File: config.mk
export PLATFORM = sky130hd
export DESIGN_NAME = timeout_reset_flag_top
export DESIGN_NICKNAME = d
export VERILOG_FILES = /design/src/common/timeout_reset_flag_pkg.sv /design/src/hw/timeout_reset_flag_sync.sv /design/src/hw/timeout_reset_flag_top.sv
export SDC_FILE = /design/constraint.sdc
export NUM_CORES = 1
export LEC_CHECK = 0
export ABC_AREA = 0
export BUFFER_PORTS_ARGS = -buffer_cell sky130_fd_sc_hd__buf_4
export CAP_MARGIN = 20
export CORE_MARGIN = 2
export CORE_UTILIZATION = 35
export DETAILED_ROUTE_END_ITERATION = 8
export SLEW_MARGIN = 20
export SYNTH_ARGS = -nofsm -noshare
export SYNTH_HDL_FRONTEND = slang
export SYNTH_SLANG_ARGS = --single-unit
export TNS_END_PERCENT = 30
File: constraint.sdc
create_clock -name clock_i -period 6.85 [get_ports clock_i]
set_input_delay 1.0275 -clock clock_i [delete_from_list [all_inputs] [get_ports clock_i]]
set_output_delay 1.0275 -clock clock_i [all_outputs]
set_load 0.02 [all_outputs]
File: src/common/timeout_reset_flag_pkg.sv
// constants, field layout and types of the watchdog and reset-cause block
// assumes a 10 MHz system clock and fuse levels that stay static

package timeout_reset_flag_pkg;

	// ****************************************
	// register bus
	// ****************************************
	localparam int unsigned ADDR_W = 2;
	localparam int unsigned DATA_W = 8;

	localparam logic [1:0] ADDR_CAUSE = 2'h0;
	localparam logic [1:0] ADDR_CTRL  = 2'h1;

	// ****************************************
	// reset cause register layout
	// ****************************************
	localparam int unsigned FLAG_W         = 5;
	localparam int unsigned FLAG_POWER_UP  = 0;
	localparam int unsigned FLAG_PIN       = 1;
	localparam int unsigned FLAG_SUPPLY    = 2;
	localparam int unsigned FLAG_TIMEOUT   = 3;
	localparam int unsigned FLAG_DEBUG     = 4;

	localparam logic [4:0] CAUSE_RESET       = 5'h01;
	localparam logic [4:0] LEGACY_FLAG_MASK  = 5'h03;

	// ****************************************
	// watchdog control register layout
	// ****************************************
	localparam int unsigned CTRL_UNLOCK    = 4;
	localparam int unsigned CTRL_ON        = 3;
	localparam int unsigned TSEL_W         = 3;

	localparam logic [2:0] TSEL_RESET      = 3'h0;
	localparam logic [2:0] UNLOCK_CYCLES   = 3'h4;

	// ****************************************
	// timeout counter
	// ****************************************
	localparam int unsigned CNT_W                = 22;
	localparam int unsigned TIMEOUT_BASE_DEFAULT = 16384;

	// ****************************************
	// synchroniser lanes
	// ****************************************
	localparam int unsigned SYNC_W         = 6;
	localparam int unsigned SYNC_OSC       = 0;
	localparam int unsigned SYNC_PIN       = 1;
	localparam int unsigned SYNC_SUPPLY    = 2;
	localparam int unsigned SYNC_DEBUG     = 3;
	localparam int unsigned SYNC_COMPAT    = 4;
	localparam int unsigned SYNC_ALWAYS_ON = 5;

	// ****************************************
	// safety levels
	// ****************************************
	typedef enum logic [1:0] {
		LEVEL0 = 2'b00,
		LEVEL1 = 2'b01,
		LEVEL2 = 2'b10
	} timeout_reset_flag_level_type;

endpackage

File: src/hw/timeout_reset_flag_sync.sv
// two-stage synchroniser for a vector of independent levels
// assumes each lane is a slow level, not a multi-bit word

`timescale 1ns/1ps

module timeout_reset_flag_sync #(
	parameter int unsigned W = 1
) (
	input  wire logic         clock_i,
	input  wire logic         reset_n_i,
	input  wire logic [W-1:0] async_i,
	output logic      [W-1:0] sync_o
);

	// ****************************************
	// state
	// ****************************************
	typedef struct packed {
		logic [W-1:0] first;
		logic [W-1:0] second;
	} timeout_reset_flag_sync_state_type;

	timeout_reset_flag_sync_state_type state_reg;
	timeout_reset_flag_sync_state_type state_next;

	always_comb begin
		state_next        = state_reg;
		state_next.first  = async_i;
		state_next.second = state_reg.first;
	end

	always_ff @(posedge clock_i) begin
		if (!reset_n_i) begin
			state_reg <= '0;
		end else begin
			state_reg <= state_next;
		end
	end

	assign sync_o = state_reg.second;

endmodule

File: src/hw/timeout_reset_flag_top.sv
// watchdog timer with reset-cause flags and fuse-selected safety level
// assumes reset_n_i is the power-up reset; other reset sources are pins
//
// Contract
// - debug-port flag bit 4 sets on debug reset; cleared by power-up or zero write.
// - timeout flag bit 3 sets on watchdog reset; cleared by power-up or zero write.
// - supply-drop flag bit 2 sets on brown-out reset; cleared likewise.
// - pin flag bit 1 sets on external pin reset; cleared likewise.
// - power-up flag bit 0 sets on power-up; only a zero write clears it.
// - legacy mode keeps only pin and power-up flags.
// - counter advances on the dedicated watchdog oscillator, not system clock.
// - counter restarts on restart instruction, on disable, on any chip reset.
// - elapsed timeout without restart issues a system reset.
// - two fuses pick level 0, 1 or 2 and the initial enable.
// - level 2 keeps the watchdog enabled; nothing disables it.
// - levels 1 and 2 accept timeout changes only while unlocked.
// - writing one to the on bit enables at every level.
// - hardware clears the unlock bit four clock cycles after setting.
// - zero to the on bit disables only while unlocked.
// - control bits 7 to 5 read as zero.
// - timeout select picks 16384 doubling up to 2097152 oscillator cycles.
// - at level 2 the on bit reads as one.
// - expiry gives a one-cycle system reset pulse.

`timescale 1ns/1ps

module timeout_reset_flag_top
	import timeout_reset_flag_pkg::*;
#(
	parameter int unsigned TIMEOUT_BASE = TIMEOUT_BASE_DEFAULT
) (
	input  wire logic                        clock_i,
	input  wire logic                        reset_n_i,
	input  wire logic                        wdt_osc_i,
	input  wire logic                        restart_i,
	input  wire logic                        pin_reset_i,
	input  wire logic                        supply_drop_reset_i,
	input  wire logic                        debug_reset_i,
	input  wire logic                        legacy_compat_fuse_i,
	input  wire logic                        watchdog_always_on_fuse_i,
	input  wire logic [timeout_reset_flag_pkg::ADDR_W-1:0] addr_i,
	input  wire logic [timeout_reset_flag_pkg::DATA_W-1:0] wdata_i,
	input  wire logic                        wr_i,
	input  wire logic                        rd_i,
	output logic      [timeout_reset_flag_pkg::DATA_W-1:0] rdata_o,
	output logic                             system_reset_o,
	output logic                             wdt_on_o,
	output logic      [1:0]                  safety_level_o
);

	import timeout_reset_flag_pkg::*;

	// ****************************************
	// state
	// ****************************************
	typedef struct packed {
		timeout_reset_flag_level_type     level;
		logic               on;
		logic [2:0]         ucnt;
		logic [TSEL_W-1:0]  tsel;
		logic [FLAG_W-1:0]  flags;
		logic [CNT_W-1:0]   cnt;
		logic               osc_prev;
		logic               sys_rst;
		logic [DATA_W-1:0]  rdata;
	} timeout_reset_flag_state_type;

	localparam timeout_reset_flag_state_type STATE_RESET = '{
		level:    LEVEL1,
		on:       1'b0,
		ucnt:     3'h0,
		tsel:     TSEL_RESET,
		flags:    CAUSE_RESET,
		cnt:      '0,
		osc_prev: 1'b0,
		sys_rst:  1'b0,
		rdata:    '0
	};

	timeout_reset_flag_state_type      state_reg;
	timeout_reset_flag_state_type      state_next;

	logic [SYNC_W-1:0]   sync_in;
	logic [SYNC_W-1:0]   sync_s;
	logic                tick;
	logic                ext_rst;
	logic                expire;
	logic                unlock_q;
	logic                wr_ctrl;
	logic                wr_cause;
	logic                legacy;
	logic [CNT_W-1:0]    last_cnt;
	logic [FLAG_W-1:0]   set_mask;
	logic [FLAG_W-1:0]   impl_mask;

	// ****************************************
	// foreign inputs
	// ****************************************
	assign sync_in[SYNC_OSC]       = wdt_osc_i;
	assign sync_in[SYNC_PIN]       = pin_reset_i;
	assign sync_in[SYNC_SUPPLY]    = supply_drop_reset_i;
	assign sync_in[SYNC_DEBUG]     = debug_reset_i;
	assign sync_in[SYNC_COMPAT]    = legacy_compat_fuse_i;
	assign sync_in[SYNC_ALWAYS_ON] = watchdog_always_on_fuse_i;

	timeout_reset_flag_sync #(
		.W (SYNC_W)
	) u_sync (
		.clock_i   (clock_i),
		.reset_n_i (reset_n_i),
		.async_i   (sync_in),
		.sync_o    (sync_s)
	);

	// ****************************************
	// decode helpers
	// ****************************************
	assign unlock_q  = (state_reg.ucnt != 3'h0);
	assign wr_ctrl   = wr_i && (addr_i == ADDR_CTRL);
	assign wr_cause  = wr_i && (addr_i == ADDR_CAUSE);
	assign legacy    = sync_s[SYNC_COMPAT];
	assign impl_mask = legacy ? LEGACY_FLAG_MASK : {FLAG_W{1'b1}};

	// oscillator edge, counted at the system clock
	assign tick = sync_s[SYNC_OSC] && !state_reg.osc_prev;

	assign ext_rst = sync_s[SYNC_PIN] || sync_s[SYNC_SUPPLY] || sync_s[SYNC_DEBUG];

	// doubling timeout per select code
	assign last_cnt = (CNT_W'(TIMEOUT_BASE) << state_reg.tsel) - CNT_W'(1);

	assign expire = state_reg.on && tick && (state_reg.cnt == last_cnt)
		&& !restart_i && !ext_rst;

	always_comb begin
		set_mask                = '0;
		set_mask[FLAG_DEBUG]    = sync_s[SYNC_DEBUG];
		set_mask[FLAG_TIMEOUT]  = expire;
		set_mask[FLAG_SUPPLY]   = sync_s[SYNC_SUPPLY];
		set_mask[FLAG_PIN]      = sync_s[SYNC_PIN];
	end

	// ****************************************
	// next state
	// ****************************************
	always_comb begin
		state_next          = state_reg;
		state_next.osc_prev = sync_s[SYNC_OSC];
		state_next.sys_rst  = expire;
		state_next.rdata    = '0;

		// fuse level
		unique case ({sync_s[SYNC_ALWAYS_ON], sync_s[SYNC_COMPAT]})
			2'b00: begin
				state_next.level = LEVEL1;
			end
			2'b01: begin
				state_next.level = LEVEL0;
			end
			2'b10, 2'b11: begin
				state_next.level = LEVEL2;
			end
		endcase

		// unlock window countdown
		if (unlock_q) begin
			state_next.ucnt = state_reg.ucnt - 3'h1;
		end

		// control writes
		if (wr_ctrl) begin
			if (wdata_i[CTRL_ON]) begin
				state_next.on = 1'b1;
			end else if (unlock_q) begin
				state_next.on = 1'b0;
			end
			if ((state_reg.level == LEVEL0) || unlock_q) begin
				state_next.tsel = wdata_i[TSEL_W-1:0];
			end
			if (wdata_i[CTRL_UNLOCK] && wdata_i[CTRL_ON]) begin
				state_next.ucnt = UNLOCK_CYCLES;
			end else begin
				state_next.ucnt = 3'h0;
			end
		end

		// chip reset from pins or expiry
		if (ext_rst || expire) begin
			state_next.on   = 1'b0;
			state_next.ucnt = 3'h0;
			state_next.tsel = TSEL_RESET;
		end

		// level 2 holds the watchdog on
		if (state_reg.level == LEVEL2) begin
			state_next.on = 1'b1;
		end

		// timeout counter
		if (restart_i || !state_reg.on || ext_rst || expire) begin
			state_next.cnt = '0;
		end else if (tick) begin
			state_next.cnt = state_reg.cnt + CNT_W'(1);
		end

		// cause flags, set wins over clear
		if (wr_cause) begin
			state_next.flags = state_reg.flags & wdata_i[FLAG_W-1:0];
		end
		state_next.flags = (state_next.flags | set_mask) & impl_mask;

		// register reads
		if (rd_i) begin
			unique case (addr_i)
				ADDR_CAUSE: begin
					state_next.rdata = {3'h0, state_reg.flags};
				end
				ADDR_CTRL: begin
					state_next.rdata = {3'h0, unlock_q, state_reg.on, state_reg.tsel};
				end
				default: begin
					state_next.rdata = '0;
				end
			endcase
		end
	end

	always_ff @(posedge clock_i) begin
		if (!reset_n_i) begin
			state_reg <= STATE_RESET;
		end else begin
			state_reg <= state_next;
		end
	end

	// ****************************************
	// outputs
	// ****************************************
	assign rdata_o        = state_reg.rdata;
	assign system_reset_o = state_reg.sys_rst;
	assign wdt_on_o       = state_reg.on;
	assign safety_level_o = state_reg.level;
endmodule

==> results.ini, run 1 <==
[synth]
yosys-top-cells-count=dfxtp_1, nor3_1, nor2_1
synth_mux_area_share_pct=3.95
yosysTopAreaCell=dfxtp_1
synthSimpleGateAreaFrac_pct=28.0
synthDistinctLibCells=54
yosys_register_bits=55
ys_warn_count=0
synthArstFlopShare_pct=0
synth_flop_cell=dfxtp_1
synth.cell_area_sq_mm=0.00257
synth_edf_count=0
syn_avg_cell_area_sq_um=9.55
synth_top_family_by_area=simple AND/OR/NAND/NOR gates
synth_compound_area_share_pct=7.84
synth-xor-area-share_pct=8.18
netlist_instances=269
synth_seq_area_share_pct=42.9
synth_area_leaders=dfxtp_1, xor2_1, nor3_1
synth_top_area_share_pct=42.9
synth.most_common_cell=dfxtp_1
yosys.area_share.adder_pct=1.95

[cts]
cts.sinks=55
cts.clk_slew.worst_paths_ns=0.11
cts_tree=yes
htreeDepth=2
clkLatencyLatePin_ns=0.31
postCtsSetupRepairBufs=0
cts.path.max_buffers=2
post_cts_resize_count=0
hold_buffers=0
clockRootBuffer=clkbuf_8
numCtsBuffers=5

[floorplan]
die_area_sq_mm=0.00804
die_w_um=89.7
initial_utilization_pct=35.8
fp-row-count=31
dieHeight_um=89.7
core_area_sq_mm=0.00718
io_pins=33

[critical_path]
cp_top_family=simple AND/OR/NAND/NOR gates
reg2reg_depth=8
arrival_ns=3.15
path_cells=or3_1, ha_1, nor2b_2, o211ai_1, a221oi_4, nor4_4, buf_4, nor3_1
crit_fanout=13
rrSetupSlack_ns=3.86
crit_path_start_kind=flop
worstReg2RegEnd=state_reg[25]$_SDFFE_PP0P_
end_kind=flop
critPathRequiredTime_ns=7.01
r2r_start=state_reg[39]$_SDFFE_PP0P_
worst-setup-path-type=flop to flop
crit_slowest_cell=nor4_4
cp.buffers_inverters=1
critPathMaxStageDelay_ns=0.65

[placement]
post-dp-hpwl_mm=3.42
place.gp.congestion=0.756
place_ws_ns=3.86
port_buffers=26

[hold_path]
whs_path_depth=1
min_from=u_sync.sync_o[5]$_SDFF_PN0_
worstHoldEndpoint=safety_level_o[0]$_SDFF_PN1_
min_path_type=flop to flop

[timing]
worst_pin_slew_ns=0.950
finalMaxSlewViolations=0
relSlewSlack_pct=36.3
fmax_mhz=335
final.period_utilization_pct=43.6
min_period_ns=2.99
fin_skew_ns=0.0184
final-setup-viol-count=0
hold_violations=0
setup_slack_ns=3.86
rsz0062_at_grt=no
finalSetupTns_ns=0

[final_layout]
multi_input_area_sq_mm=0.00129
seq_area_sq_mm=0.00110
drive_above_1_share_pct=17.3
n_antenna_cell=0
final_nets=309
synthToLayoutAreaGrowth_pct=10.7
num-fill-cells=733
largest_reg_flops=34

[power]
peakVddDrop_v=0.0000760
power_frac_clock_pct=29.3
design_power_total_uw=612
p_per_area_mw_per_mm2=215
swShare_pct=27.0
comb_power_share_pct=15.6
p_seq_share_pct=55.1
p_sw_uw=165
cellLeakagePower_uw=0.00104
p_int_uw=447

[global_route]
grt_pass1_wl_mm=7.91
grt.overflow.total=0
antenna_found_initial=0
grt_pass1_vias=1736
grt_use_total_pct=12.9
grt_max_degree=25

[routing]
wl_mm=4.64
via_count=1830
ant_nets=0
wl_per_cell_um=12.1
drtIter0Drc=87
firstDrtPassIters=4
drc=0
viasPerCell=4.78

[status]
status=finished clean

[flow_run]
max-cap-violations=0

## power by group through the flow
| stage | Sequential, uW | Clock, uW | Combinational [uW] |
|---|---|---|---|
| after floorplan | 342 | 0 | 77.0 |
| after global placement | 344 | 0 | 93.6 |
| after detailed placement | 344 | 0 | 96.2 |
| after CTS | 337 | 184 | 96.6 |
| after global routing | 338 | 199 | 108 |
| final | 337 | 180 | 95.4 |
## routing by layer
metal | global-route usage [%] | part of all wire, %
met2 | 20.9 | 45
met4 | 5.56 | 2.1
met1 | 15.9 | 49
met3 | 3.66 | 4.4
met5 | 0 | 0
## metrics by stage
step           instance area (sq um)  instances  utilization (%)  hold WS (ns)
6_report                        2840        383             39.6         0.421
5_1_grt                         2840        383             39.6         0.461
4_1_cts                         2840        383             39.6         0.426
3_5_place_dp                    2760        376             38.4         0.417
3_3_place_gp                    2760        376             38.4         0.410
2_1_floorplan                   2580        271                -         0.403
## cell usage in the layout (no fill, tap or decap), types with 7 or more instances in the layout
cell      n
inv_1    10
o21ai_0   7
nand2_1  14
mux2i_1   9
buf_4    27
and2_1   14
nor3_1   20
xnor2_1  10
dfxtp_1  55
nor2_1   18
xor2_1   14
a21oi_1   7
nand3_1  10
## worst max-delay path by stage
stage	slack, ns	end	from	depth (start not counted)
floorplan	4.47	state_reg[41]$_SDFFE_PP0P_	state_reg[39]$_SDFFE_PP0P_	9
global placement	3.83	state_reg[26]$_SDFFE_PP0P_	state_reg[39]$_SDFFE_PP0P_	8
detailed placement	3.86	state_reg[25]$_SDFFE_PP0P_	state_reg[39]$_SDFFE_PP0P_	8
CTS	3.81	state_reg[25]$_SDFFE_PP0P_	state_reg[39]$_SDFFE_PP0P_	8
global route	3.69	state_reg[26]$_SDFFE_PP0P_	state_reg[39]$_SDFFE_PP0P_	8
finish	3.86	state_reg[25]$_SDFFE_PP0P_	state_reg[39]$_SDFFE_PP0P_	8
## area by class of cell
cell class,instances,area share [%]
Multi-Input combinational cell,185,45.4
Sequential cell,55,38.7
Timing Repair Buffer,27,7.13
Tap cell,99,4.36
Clock buffer,5,2.42
Inverter,10,1.32
Clock inverter,2,0.616
## kinds of logic after synthesis
| family | Yosys count |
|---|---|
| other | 1 |
| flip-flops | 55 |
| AND/OR/NAND/NOR | 116 |
| buffers and inverters | 31 |
| adder cells (fa/ha/maj) | 4 |
| AO/OA/AOI/OAI | 28 |
| XOR/XNOR | 24 |
| multiplexers | 10 |
Power figures use the tool's default switching activity.
==> run 2, diff against run 1 <==
==> constraint.sdc (replaced) <==
create_clock -name clock_i -period 2.8 [get_ports clock_i]
set_input_delay 0.42 -clock clock_i [delete_from_list [all_inputs] [get_ports clock_i]]
set_output_delay 0.42 -clock clock_i [all_outputs]
set_load 0.02 [all_outputs]
==> run 2 against run 1 <==
Against the previous run:
- combinational power up 150%
- register-to-register slack worse by 3.4 ns
- clock power rose to 3.1 times the previous value
- sequential share of layout area down 1.0 points
- die area unchanged
- core utilization up 1.0 points
- largest cell class unchanged
- largest power group unchanged
- highest routed layer unchanged
==> results.ini, run 2 (same netlist as run 1, synthesis figures left out) <==
[timing]
finalSetupTns_ns=0
min_period_ns=2.36
finalMaxSlewViolations=0
relSlewSlack_pct=55.1
final-setup-viol-count=0
worst_pin_slew_ns=0.669
fmax_mhz=424
rsz0062_at_grt=no
fin_skew_ns=0.0179
hold_violations=0
whs_ns=0.320
final.period_utilization_pct=84.2

[cts]
cts.clk_slew.worst_paths_ns=0.12
postCtsSetupRepairBufs=0
clkLatencyLatePin_ns=0.32
post_cts_resize_count=0
cts_tree=yes
cts.path.max_buffers=2
clockRootBuffer=clkbuf_8
htreeDepth=2
numCtsBuffers=5
cts.sinks=55
hold_buffers=0

[floorplan]
die_area_sq_mm=0.00804
fp-row-count=31
dieHeight_um=89.7
initial_utilization_pct=35.8
core_area_sq_mm=0.00718
io_pins=33
die_w_um=89.7

[final_layout]
largest_reg_flops=34
layout_common_cells=dfxtp_1, buf_4, nor3_1
n_antenna_cell=0
layout_commonest_cell=dfxtp_1
drive_above_1_share_pct=18.7
synthToLayoutAreaGrowth_pct=13.6
layout.cells.non_filler=388
num-fill-cells=720
multi_input_area_sq_mm=0.00129
final_nets=313
seq_area_sq_mm=0.00110

[power]
design_power_total_uw=1610
p_per_area_mw_per_mm2=552
peakVddDrop_v=0.000193
p_seq_share_pct=51.0
power_frac_clock_pct=34.3
p_sw_uw=418
p_int_uw=1190
comb_power_share_pct=14.7
swShare_pct=25.9
cellLeakagePower_uw=0.00108

[global_route]
grt_max_degree=25
grt_pass1_wl_mm=7.85
grt_pass1_vias=1684
grt_use_total_pct=12.6
grt.overflow.total=0
antenna_found_initial=0

[critical_path]
arrival_ns=2.55
critPathRequiredTime_ns=3.00
r2r_start=state_reg[37]$_SDFFE_PP0P_
end_kind=flop
worst-setup-path-type=flop to flop
setup.worst_path.end=state_reg[27]$_SDFFE_PP0P_
setup.worst_path.start=state_reg[37]$_SDFFE_PP0P_
crit_path_start_kind=flop
rrSetupSlack_ns=0.44
worstReg2RegEnd=state_reg[27]$_SDFFE_PP0P_
crit_fanout=21
reg2reg_depth=8

[placement]
place.gp.congestion=0.779
dp.cells=380
post-dp-hpwl_mm=3.41
port_buffers=26

[status]
status=finished clean

[routing]
wl_per_cell_um=12.2
maxUsedRoutingLayer=met4
drc=0
via_count=1837
viasPerCell=4.73
wl_mm=4.72
routed-wl-met3_um=173
met2_length_mm=2.09
ant_nets=0
firstDrtPassIters=3
drtIter0Drc=74
wl_met1_mm=2.41

[hold_path]
min_path_type=input port to flop

[flow_run]
max-cap-violations=0

[run 2: final cells by class]
| type | instances | share of cell area [%] |
|---|---|---|
| multi-input cells | 185 | 44.3 |
| flip-flops and latches | 55 | 37.7 |
| repair buffers | 31 | 8.40 |
| well taps | 99 | 4.24 |
| clock buffers | 5 | 2.36 |
| clock inverters | 3 | 1.71 |
| inverters | 10 | 1.29 |
[run 2: metal layers]
layer	up-vias	global-route usage, %
met1	851	16.2
met2	25	20.8
met3	4	2.93
met5	-	0
li1	957	-
met4	0	4.07
[run 2: critical path: stages (launching register included)]
cell      delay (ns)
dfxtp_1         0.33
or3_1           0.35
ha_1            0.33
xnor2_1         0.13
nor4b_1         0.31
o211ai_1        0.26
nor4_4          0.23
buf_12          0.21
nor3_1          0.07
[run 2: worst min-delay path by stage]
| stage | endpoint | cells after the start | slack, ns | start |
|---|---|---|---|---|
| 2_1_floorplan | safety_level_o[0]$_SDFF_PN1_ | 1 | 0.40 | u_sync.sync_o[5]$_SDFF_PN0_ |
| 3_3_place_gp | safety_level_o[0]$_SDFF_PN1_ | 1 | 0.41 | u_sync.sync_o[5]$_SDFF_PN0_ |
| 3_5_place_dp | safety_level_o[0]$_SDFF_PN1_ | 1 | 0.42 | u_sync.sync_o[5]$_SDFF_PN0_ |
| 4_1_cts | u_sync.state_next[0]$_SDFF_PN0_ | 2 | 0.31 | wdt_osc_i |
| 5_1_grt | u_sync.state_next[0]$_SDFF_PN0_ | 2 | 0.31 | wdt_osc_i |
| 6_report | u_sync.state_next[0]$_SDFF_PN0_ | 2 | 0.32 | wdt_osc_i |
[run 2: power by group through the flow]
stage	Combinational, uW	Sequential (uW)	Clock [uW]
floorplan	188	837	0
global placement	234	839	0
detailed placement	239	840	0
CTS	240	822	574
global route	276	825	600
finish	237	822	553
[run 2: per-stage QoR]
| step | setup WS, ns | cell area, sq um | utilization [%] |
|---|---|---|---|
| finish | 0.443 | 2920 | 40.7 |
| global route | 0.174 | 2920 | 40.7 |
| CTS | 0.422 | 2920 | 40.7 |
| detailed placement | 0.437 | 2800 | 39.0 |
| global placement | 0.445 | 2800 | 39.0 |
| floorplan | 0.421 | 2580 | - |
